`src/verilog/motion_sel_pkg.sv`:
```
// package: constants and carrier types of the motion command select block
// assumes: included before all other design files
package motion_sel_pkg;
  localparam int GEAR_W = 23;
  localparam int RATIO_W = 14;
  localparam int SPEED_W = 16;
  localparam int PCT_W = 8;
  localparam int MCODE_W = 8;
  localparam logic [PCT_W-1:0] OVR_WEIGHT_A_DEF = 8'h0a;
  localparam logic [PCT_W-1:0] OVR_WEIGHT_B_DEF = 8'h14;
  localparam logic [PCT_W-1:0] OVR_WEIGHT_C_DEF = 8'h28;
  localparam logic [PCT_W-1:0] OVR_WEIGHT_D_DEF = 8'h50;
  localparam logic [GEAR_W-1:0] GEAR_NUM_DEF = 23'h000001;
  localparam logic [GEAR_W-1:0] GEAR_NUM_MAX = 23'h400000;
  localparam logic [RATIO_W-1:0] PULSE_RATIO_1_DEF = 14'h0064;
  localparam logic [RATIO_W-1:0] PULSE_RATIO_2_DEF = 14'h03e8;
  localparam logic [RATIO_W-1:0] PULSE_RATIO_MIN = 14'h0001;
  localparam logic [RATIO_W-1:0] PULSE_RATIO_MAX = 14'h2710;
  localparam logic [RATIO_W-1:0] PULSE_RATIO_UNITY = 14'h0064;
  localparam logic [3:0] MODE_EXTENDED = 4'h6;
  localparam logic [3:0] MODE_POSITIONING = 4'h7;
  localparam logic [MCODE_W-1:0] MCODE_IDLE_LOW = 8'h00;
  localparam logic [MCODE_W-1:0] MCODE_IDLE_HIGH = 8'hff;
  localparam logic MCODE_IDLE_DEF = 1'b1;
  localparam logic [9:0] SPEED_PCT_FULL = 10'h064;
  localparam int CLK_HZ = 100000000;
  localparam int TICK_10MS_CYC = CLK_HZ / 100;
  localparam int TICK_1MS_CYC = CLK_HZ / 1000;

  typedef enum logic [1:0] {
    NOADDR_NONE = 2'h0,
    NOADDR_SEQ_START = 2'h1,
    NOADDR_HOMING = 2'h2,
    NOADDR_IMMEDIATE = 2'h3
  } no_address_action_t;

  typedef enum logic [3:0] {
    CTRL_POSITION = 4'h0,
    CTRL_SPEED = 4'h1,
    CTRL_TORQUE = 4'h2,
    CTRL_OTHER = 4'hf
  } control_kind_t;

  typedef enum logic [2:0] {
    ACT_IDLE = 3'h0,
    ACT_DATA = 3'h1,
    ACT_SEQ = 3'h2,
    ACT_HOME = 3'h3,
    ACT_IMM = 3'h4
  } start_action_t;

  // restart-only settings
  typedef struct packed {
    logic positioning_source_select;
    no_address_action_t no_address_action_select;
    logic mcode_idle_level;
    logic reversal_condition_select;
    logic torque_mode_speed_limit_source;
  } restart_cfg_t;

  typedef struct packed {
    logic command_complete;
    logic deviation_in_zero_range;
    logic speed_in_zero_range;
    logic direction_reversed;
    logic chaining;
  } chain_status_t;
endpackage : motion_sel_pkg

```
`src/verilog/standstill_tick.sv`:
```
// standstill timer tick generator
// assumes: 100 MHz ref_clk, synchronous active low nrst
`timescale 1ns/1ns
`default_nettype none
module standstill_tick #(
  parameter int CYC_COARSE = motion_sel_pkg::TICK_10MS_CYC,
  parameter int CYC_FINE = motion_sel_pkg::TICK_1MS_CYC
) (
  input wire logic ref_clk,
  input wire logic nrst,
  input wire logic fine_sel,
  output logic tick
);
  logic [23:0] cnt_reg;
  logic [23:0] cnt_next;
  logic [23:0] limit;
  logic tick_next;
  logic tick_reg;

  always_comb begin
    limit = fine_sel ? 24'(CYC_FINE - 1) : 24'(CYC_COARSE - 1);
    tick_next = 1'b0;
    if (cnt_reg >= limit) begin
      cnt_next = 24'h000000;
      tick_next = 1'b1;
    end else begin
      cnt_next = cnt_reg + 24'h000001;
    end
  end

  always_ff @(posedge ref_clk) begin
    if (!nrst) begin
      cnt_reg <= 24'h000000;
      tick_reg <= 1'b0;
    end else begin
      cnt_reg <= cnt_next;
      tick_reg <= tick_next;
    end
  end

  assign tick = tick_reg;
endmodule : standstill_tick
`default_nettype wire

```
`src/verilog/speed_limit_table.sv`:
```
// table of eight torque-mode speed limits with registered read
// assumes: write port driven by parameter software
`timescale 1ns/1ns
`default_nettype none
module speed_limit_table #(
  parameter int WIDTH = motion_sel_pkg::SPEED_W
) (
  input wire logic ref_clk,
  input wire logic wr_en,
  input wire logic [2:0] wr_addr,
  input wire logic [WIDTH-1:0] wr_data,
  input wire logic [2:0] rd_addr,
  output logic [WIDTH-1:0] rd_data
);
  logic [WIDTH-1:0] mem [0:7];
  logic [WIDTH-1:0] rd_reg;

  always_ff @(posedge ref_clk) begin
    if (wr_en) begin
      mem[wr_addr] <= wr_data;
    end
    rd_reg <= mem[rd_addr];
  end

  assign rd_data = rd_reg;
endmodule : speed_limit_table
`default_nettype wire

```
`src/verilog/servo_motion_command_select.sv`:
```
// motion command selection and scaling of a servo drive
// assumes: discrete inputs synchronous to ref_clk, settings static ports
`timescale 1ns/1ns
`default_nettype none
module servo_motion_command_select #(
  parameter int GEAR_W = motion_sel_pkg::GEAR_W,
  parameter int RATIO_W = motion_sel_pkg::RATIO_W,
  parameter int SPEED_W = motion_sel_pkg::SPEED_W,
  parameter int TICK_COARSE_CYC = motion_sel_pkg::TICK_10MS_CYC,
  parameter int TICK_FINE_CYC = motion_sel_pkg::TICK_1MS_CYC
) (
  input wire logic ref_clk,
  input wire logic nrst,
  // override
  input wire logic override_enable,
  input wire logic [3:0] override_inputs,
  input wire logic [7:0] override_weight_a,
  input wire logic [7:0] override_weight_b,
  input wire logic [7:0] override_weight_c,
  input wire logic [7:0] override_weight_d,
  input wire motion_sel_pkg::control_kind_t control_kind,
  output logic [9:0] traveling_speed_pct,
  // start selection
  input wire motion_sel_pkg::restart_cfg_t restart_cfg,
  input wire logic [3:0] point_address,
  input wire logic start_request,
  output motion_sel_pkg::start_action_t start_action,
  output logic [3:0] start_point,
  // standstill timer
  input wire logic standstill_timer_resolution,
  output logic standstill_tick_out,
  // mcode
  input wire logic mcode_on,
  input wire logic [7:0] mcode_value,
  output logic [7:0] mcode_out,
  // chaining
  input wire motion_sel_pkg::chain_status_t chain_status,
  input wire logic in_position_raw,
  output logic next_motion_start,
  output logic in_position_output,
  // gear
  input wire logic [1:0] gear_select,
  input wire logic [GEAR_W-1:0] gear_numerator_0,
  input wire logic [GEAR_W-1:0] gear_numerator_1,
  input wire logic [GEAR_W-1:0] gear_numerator_2,
  input wire logic [GEAR_W-1:0] gear_numerator_3,
  input wire logic [GEAR_W-1:0] gear_denominator,
  output logic [GEAR_W-1:0] gear_numerator_out,
  output logic [GEAR_W-1:0] gear_denominator_out,
  // pulse ratio
  input wire logic pulse_ratio_select,
  input wire logic [RATIO_W-1:0] pulse_ratio_1,
  input wire logic [RATIO_W-1:0] pulse_ratio_2,
  input wire logic [3:0] control_mode_select,
  output logic [RATIO_W-1:0] pulse_ratio_out,
  // speed limit
  input wire logic [2:0] speed_select,
  input wire logic [SPEED_W-1:0] max_rotation_speed,
  input wire logic [SPEED_W-1:0] analog_speed_ref,
  input wire logic limit_wr_en,
  input wire logic [2:0] limit_wr_addr,
  input wire logic [SPEED_W-1:0] limit_wr_data,
  output logic [SPEED_W-1:0] speed_limit_out
);
  // ---------------------------------------------
  // helpers
  // ---------------------------------------------
  function automatic logic [RATIO_W-1:0] clamp_ratio(input logic [RATIO_W-1:0] r);
    if (r < motion_sel_pkg::PULSE_RATIO_MIN) begin
      clamp_ratio = motion_sel_pkg::PULSE_RATIO_MIN;
    end else if (r > motion_sel_pkg::PULSE_RATIO_MAX) begin
      clamp_ratio = motion_sel_pkg::PULSE_RATIO_MAX;
    end else begin
      clamp_ratio = r;
    end
  endfunction : clamp_ratio

  function automatic logic [GEAR_W-1:0] clamp_gear(input logic [GEAR_W-1:0] g);
    if (g == '0) begin
      clamp_gear = motion_sel_pkg::GEAR_NUM_DEF;
    end else if (g > motion_sel_pkg::GEAR_NUM_MAX) begin
      clamp_gear = motion_sel_pkg::GEAR_NUM_MAX;
    end else begin
      clamp_gear = g;
    end
  endfunction : clamp_gear

  // ---------------------------------------------
  // restart-only settings
  // ---------------------------------------------
  motion_sel_pkg::restart_cfg_t cfg_reg;
  motion_sel_pkg::restart_cfg_t cfg_next;
  logic cfg_loaded_reg;
  logic cfg_loaded_next;

  always_comb begin
    cfg_next = cfg_reg;
    cfg_loaded_next = 1'b1;
    if (!cfg_loaded_reg) begin
      cfg_next = restart_cfg;
    end
  end

  always_ff @(posedge ref_clk) begin
    if (!nrst) begin
      cfg_reg <= '{1'b0, motion_sel_pkg::NOADDR_NONE, motion_sel_pkg::MCODE_IDLE_DEF, 1'b0, 1'b0};
      cfg_loaded_reg <= 1'b0;
    end else begin
      cfg_reg <= cfg_next;
      cfg_loaded_reg <= cfg_loaded_next;
    end
  end

  // ---------------------------------------------
  // override and traveling speed
  // ---------------------------------------------
  logic [9:0] speed_next;
  logic [9:0] speed_reg;

  always_comb begin
    speed_next = motion_sel_pkg::SPEED_PCT_FULL;
    if (override_enable && control_kind != motion_sel_pkg::CTRL_TORQUE && control_kind != motion_sel_pkg::CTRL_OTHER) begin
      speed_next = (override_inputs[0] ? {2'h0, override_weight_a} : 10'h000)
                 + (override_inputs[1] ? {2'h0, override_weight_b} : 10'h000)
                 + (override_inputs[2] ? {2'h0, override_weight_c} : 10'h000)
                 + (override_inputs[3] ? {2'h0, override_weight_d} : 10'h000);
    end
  end

  // ---------------------------------------------
  // start action selection
  // ---------------------------------------------
  motion_sel_pkg::start_action_t act_next;
  motion_sel_pkg::start_action_t act_reg;
  logic [3:0] point_next;
  logic [3:0] point_reg;

  always_comb begin
    act_next = motion_sel_pkg::ACT_IDLE;
    point_next = point_reg;
    if (start_request) begin
      if (point_address != 4'h0) begin
        act_next = cfg_reg.positioning_source_select ? motion_sel_pkg::ACT_DATA : motion_sel_pkg::ACT_IMM;
        point_next = point_address;
      end else begin
        case (cfg_reg.no_address_action_select)
          motion_sel_pkg::NOADDR_SEQ_START: act_next = motion_sel_pkg::ACT_SEQ;
          motion_sel_pkg::NOADDR_HOMING: act_next = motion_sel_pkg::ACT_HOME;
          motion_sel_pkg::NOADDR_IMMEDIATE: act_next = motion_sel_pkg::ACT_IMM;
          default: act_next = cfg_reg.positioning_source_select ? motion_sel_pkg::ACT_DATA : motion_sel_pkg::ACT_IMM;
        endcase
        point_next = 4'h0;
      end
    end
  end

  // ---------------------------------------------
  // chaining and in-position
  // ---------------------------------------------
  logic next_next;
  logic next_reg;
  logic inp_next;
  logic inp_reg;

  always_comb begin
    if (chain_status.chaining && chain_status.direction_reversed && cfg_reg.reversal_condition_select) begin
      next_next = chain_status.command_complete && chain_status.deviation_in_zero_range
                  && chain_status.speed_in_zero_range;
    end else begin
      next_next = chain_status.command_complete;
    end
    inp_next = in_position_raw && !chain_status.chaining;
  end

  // ---------------------------------------------
  // gear, pulse ratio, mcode, speed limit
  // ---------------------------------------------
  logic [GEAR_W-1:0] gear_next;
  logic [GEAR_W-1:0] gear_reg;
  logic [GEAR_W-1:0] den_reg;
  logic [GEAR_W-1:0] den_next;
  logic [RATIO_W-1:0] ratio_next;
  logic [RATIO_W-1:0] ratio_reg;
  logic [7:0] mcode_next;
  logic [7:0] mcode_reg;
  logic [SPEED_W-1:0] limit_next;
  logic [SPEED_W-1:0] limit_reg;
  logic [SPEED_W-1:0] table_data;
  logic [2:0] sel_d_reg;

  always_comb begin
    case (gear_select)
      2'h1: gear_next = clamp_gear(gear_numerator_1);
      2'h2: gear_next = clamp_gear(gear_numerator_2);
      2'h3: gear_next = clamp_gear(gear_numerator_3);
      default: gear_next = clamp_gear(gear_numerator_0);
    endcase
    den_next = clamp_gear(gear_denominator);
    ratio_next = motion_sel_pkg::PULSE_RATIO_UNITY;
    if (control_mode_select == motion_sel_pkg::MODE_EXTENDED
        || control_mode_select == motion_sel_pkg::MODE_POSITIONING) begin
      ratio_next = clamp_ratio(pulse_ratio_select ? pulse_ratio_2 : pulse_ratio_1);
    end
    if (mcode_on) begin
      mcode_next = mcode_value;
    end else begin
      mcode_next = cfg_reg.mcode_idle_level ? motion_sel_pkg::MCODE_IDLE_HIGH : motion_sel_pkg::MCODE_IDLE_LOW;
    end
    if (!cfg_reg.torque_mode_speed_limit_source) begin
      limit_next = max_rotation_speed;
    end else if (sel_d_reg == 3'h0) begin
      limit_next = analog_speed_ref;
    end else begin
      limit_next = table_data;
    end
  end

  speed_limit_table #(
    .WIDTH(SPEED_W)
  ) u_limit_table (
    .ref_clk(ref_clk),
    .wr_en(limit_wr_en),
    .wr_addr(limit_wr_addr),
    .wr_data(limit_wr_data),
    .rd_addr(speed_select),
    .rd_data(table_data)
  );

  standstill_tick #(
    .CYC_COARSE(TICK_COARSE_CYC),
    .CYC_FINE(TICK_FINE_CYC)
  ) u_tick (
    .ref_clk(ref_clk),
    .nrst(nrst),
    .fine_sel(standstill_timer_resolution),
    .tick(standstill_tick_out)
  );

  // ---------------------------------------------
  // output registers
  // ---------------------------------------------
  always_ff @(posedge ref_clk) begin
    if (!nrst) begin
      speed_reg <= motion_sel_pkg::SPEED_PCT_FULL;
      act_reg <= motion_sel_pkg::ACT_IDLE;
      point_reg <= 4'h0;
      next_reg <= 1'b0;
      inp_reg <= 1'b0;
      gear_reg <= motion_sel_pkg::GEAR_NUM_DEF;
      den_reg <= motion_sel_pkg::GEAR_NUM_DEF;
      ratio_reg <= motion_sel_pkg::PULSE_RATIO_UNITY;
      mcode_reg <= motion_sel_pkg::MCODE_IDLE_HIGH;
      limit_reg <= '0;
      sel_d_reg <= 3'h0;
    end else begin
      speed_reg <= speed_next;
      act_reg <= act_next;
      point_reg <= point_next;
      next_reg <= next_next;
      inp_reg <= inp_next;
      gear_reg <= gear_next;
      den_reg <= den_next;
      ratio_reg <= ratio_next;
      mcode_reg <= mcode_next;
      limit_reg <= limit_next;
      sel_d_reg <= speed_select;
    end
  end

  assign traveling_speed_pct = speed_reg;
  assign start_action = act_reg;
  assign start_point = point_reg;
  assign next_motion_start = next_reg;
  assign in_position_output = inp_reg;
  assign gear_numerator_out = gear_reg;
  assign gear_denominator_out = den_reg;
  assign pulse_ratio_out = ratio_reg;
  assign mcode_out = mcode_reg;
  assign speed_limit_out = limit_reg;
endmodule : servo_motion_command_select
`default_nettype wire

```
`config.mk`:
```
export PLATFORM = sky130hd
export DESIGN_NAME = servo_motion_command_select
export DESIGN_NICKNAME = d
export VERILOG_FILES = /design/src/verilog/motion_sel_pkg.sv /design/src/verilog/standstill_tick.sv /design/src/verilog/speed_limit_table.sv /design/src/verilog/servo_motion_command_select.sv
export SDC_FILE = /design/constraint.sdc
export NUM_CORES = 1
export LEC_CHECK = 0
export BUFFER_PORTS_ARGS = -buffer_cell sky130_fd_sc_hd__buf_2
export CAP_MARGIN = 20
export CORE_MARGIN = 5
export CORE_UTILIZATION = 40
export DETAILED_ROUTE_END_ITERATION = 8
export PLACE_DENSITY_LB_ADDON = 0.08
export SETUP_SLACK_MARGIN = 0.05
export SKIP_LAST_GASP = 1
export SYNTH_ARGS = -nofsm -noshare
export SYNTH_HDL_FRONTEND = slang
export SYNTH_SLANG_ARGS = --single-unit
```
`constraint.sdc`:
```
create_clock -name ref_clk -period 4.25 [get_ports ref_clk]
set_input_delay 0.425 -clock ref_clk [delete_from_list [all_inputs] [get_ports ref_clk]]
set_output_delay 0.425 -clock ref_clk [all_outputs]
set_load 0.05 [all_outputs]
```
==> metrics <==
register area share after synthesis=57.2%; Filler cells=2724; die width=184 um; core area=29800 um^2; Syn Area/Cell=12.4 um^2; fmax=358 MHz; cell count of the worst hold path=2; Netlist Area Pre-Place=12100 um^2; area occupied by multi-input gates=4770 um^2; Post-Synth Adder-Cell Area=4.82%; Setup Viol. Count Final=0; largest family of logic cells by synthesized area=simple AND/OR/NAND/NOR gates; status=complete, no violations; synth warn=0; mux contribution to synthesized area=11.0%; first-pass GRT wire length=51600 um; hold worst-path end=in_position_output; Row Count=63; period utilization=65.7%; Slew Limit Fails=0; clk_lat worst skew=0.56 ns; Largest register FFs=128; Worst Setup SP=override_inputs[0]; total gr overflow=0; number of global-route vias before repair=9145; Power per Cell Area=433 nW/um^2; Die ar.=33800 um^2; Starting Density=40.6%; Setup Fix Bufs, Post-CTS=0; Wirelength per Cell=19.3 um; final worst path period need=2.79 ns; Max FO, Critical Path=8; number of enable flip-flop cells after synthesis=128; Iter 0 DRT Violations=552; worst path required time=4.70 ns; FF/Latch Area=6930 um^2; DR pass1 iterations=5; GRT Total Usage=19.3%; hold path start=chain_status[0]; num ports=379; Final Skew=0.0224 ns; vias=9103; Nets=1671; largest net degree at the start of global routing=46; fin area=15400 um^2; TNS Setup=0 ns; share of cells above drive strength 1=36.4%; final WL=34300 um; RSZ-0062 raised after global routing=no; Worst R2R Path Depth=6; top-area cell type share of the netlist area=31.8%; Top FF cell, synth=dfxtp_1; CTS Hold Bufs=0; Crit Path Class=in -> reg; Final Util=51.7%; Clock Tree Buf Depth=3; CTS tree=yes; total CTS buffers=31; clk sink count=282; Slew headroom=21.1%; initial antenna violation count=9; placed cell areas=14300 um^2; maximum vdd drop=0.316 mV; Synth async-reset ratio=0%; Syn-to-layout area delta=27.3%; Fin. Hold Viols=0; area fraction in compound gates after synthesis=7.25%; Least-Margin Pin Slew=1.18 ns; reg-to-reg endpoint=u_tick.cnt_reg[11]; Yosys reg bits=282; Vias/cell=5.12; max-cap violations=0; library cells used by synthesis=68; gpl congestion=0.868; CP Capture Type=flip-flop; Worst R2R Setup Slack=1.96 ns; RR Startpoint=u_tick.cnt_reg[0]; cells after synthesis=980; root buffer cell=clkbuf_16; simple-gate share of the synthesized area=14.5%; leakage power=6.41 nW; Routed Antenna Nets=0; Critical Path AT=3.24 ns; Hold Crit Class=in -> reg; DIE HEIGHT=184 um; HPWL after detailed placement=25600 um; DRC=0; XOR/XNOR share of the synthesized area=1.66%; leading area contributor after synthesis=edfxtp_1; Synth area leaders=edfxtp_1 32%, dfxtp_1 25%, mux4_2 6.1%, mux2i_1 3.1%, nor2_1 2.8%; crit path launch type=input pin; Port Buffers=377; Final Power=6.67 mW; maximum level of the CTS H-tree=1; clock-pin slew on the worst setup and hold paths=0.06 ns; CTS resizes=0
how the worst max path moves through the flow:
stage | slack, ns | endpoint | cells after the start
after floorplan | 1.17 | traveling_speed_pct[7] | 11
after CTS | 1.46 | traveling_speed_pct[7] | 11
final | 1.46 | traveling_speed_pct[7] | 11
after detailed placement | 0.84 | traveling_speed_pct[7] | 12
after global placement | 0.87 | traveling_speed_pct[7] | 12
after global routing | 1.32 | traveling_speed_pct[7] | 12
cells in the mapped netlist (all sizes together), types with 11 or more instances:
master    n
mux4     33
dfxtp   154
buf      18
nand4    11
inv      38
mux2i    38
edfxtp  128
nor3b    12
o21ai    16
nor3     17
nand2    56
a21oi    27
nor2     91
a211oi   20
ha       21
and2     53
mux2     18
clkbuf   29
nand3    33
a31oi    11
a21o     13
xnor2    16
fa       16
nor4     31
area by class of cell:
type / count / share of cell area (%)
flip-flops and latches: 282 / 44.9
multi-input cells: 615 / 30.9
repair buffers: 391 / 13.1
clock buffers: 43 / 5.65
well taps: 390 / 3.17
clock inverters: 15 / 1.28
inverters: 38 / 0.925
diodes: 4 / 0.0649
critical path: stages:
cell	delay (ns)
buf_2	0.14
and2_1	0.16
fa_1	0.52
fa_1	0.49
ha_1	0.23
fa_1	0.40
a21o_1	0.19
a21oi_1	0.25
o21ai_0	0.11
a211oi_1	0.23
nor2_1	0.07
stage by stage:
| step | cells | worst slack, ns | hold WS (ns) |
|---|---|---|---|
| floorplan | 982 | 1.17 | 0.430 |
| global placement | 1715 | 0.872 | 0.441 |
| detailed placement | 1716 | 0.840 | 0.457 |
| CTS | 1774 | 1.46 | 0.00845 |
| global route | 1777 | 1.32 | 0.0146 |
| finish | 1778 | 1.46 | 0.0404 |
placed cells by master, fill, tap and decap left out, types with 5 or more instances in the layout:
| cell type | synthesis | layout |
|---|---|---|
| clkbuf_1 | 23 | 7 |
| nor2b_1 | 5 | 5 |
| nor3b_1 | 12 | 12 |
| a32oi_1 | 7 | 7 |
| nand3_1 | 33 | 33 |
| nand4_1 | 11 | 11 |
| a31oi_1 | 11 | 11 |
| a21o_1 | 13 | 13 |
| inv_1 | 37 | 37 |
| mux4_2 | 33 | 33 |
| clkbuf_8 | 6 | 5 |
| ha_1 | 21 | 21 |
| clkbuf_16 | 0 | 31 |
| nor4_1 | 30 | 30 |
| a21oi_1 | 27 | 27 |
| o21ai_0 | 12 | 12 |
| nor3_1 | 16 | 14 |
| buf_4 | 2 | 13 |
| buf_2 | 8 | 377 |
| and3_1 | 7 | 7 |
| fa_1 | 16 | 16 |
| xor2_1 | 7 | 7 |
| a211oi_1 | 20 | 20 |
| nand2_1 | 56 | 56 |
| dfxtp_1 | 154 | 154 |
| mux2i_1 | 38 | 38 |
| edfxtp_1 | 128 | 128 |
| xnor2_1 | 16 | 16 |
| nor2_1 | 91 | 91 |
| and2_1 | 53 | 53 |
| mux2_2 | 18 | 18 |
| clkinv_2 | 0 | 5 |
per-layer routing:
layer / vias up / GRT usage (%) / part of all wire, %
met5: - / 0 / 0.15
met1: 4243 / 22.7 / 37
met4: 10 / 7.31 / 3.9
met2: 373 / 34.1 / 50
met3: 100 / 4.81 / 8.5
li1: 4377 / - / -
where the power goes:
part | leakage (nW) | switching [mW] | internal, mW
Clock | 0.519 | 1.08 | 1.68
Combinational | 3.46 | 0.585 | 0.344
Sequential | 2.43 | 0.0333 | 2.96
Total | 6.41 | 1.70 | 4.98
logic make-up (layout without fill, tap and decap cells):
group	count (synthesis)	in the layout
AO/OA/AOI/OAI	124	124
adder cells (fa/ha/maj)	37	37
XOR/XNOR	23	23
multiplexers	89	89
other	1	7
buffers and inverters	85	487
flip-flops	282	282
AND/OR/NAND/NOR	339	339
Power figures use the tool's default switching activity.
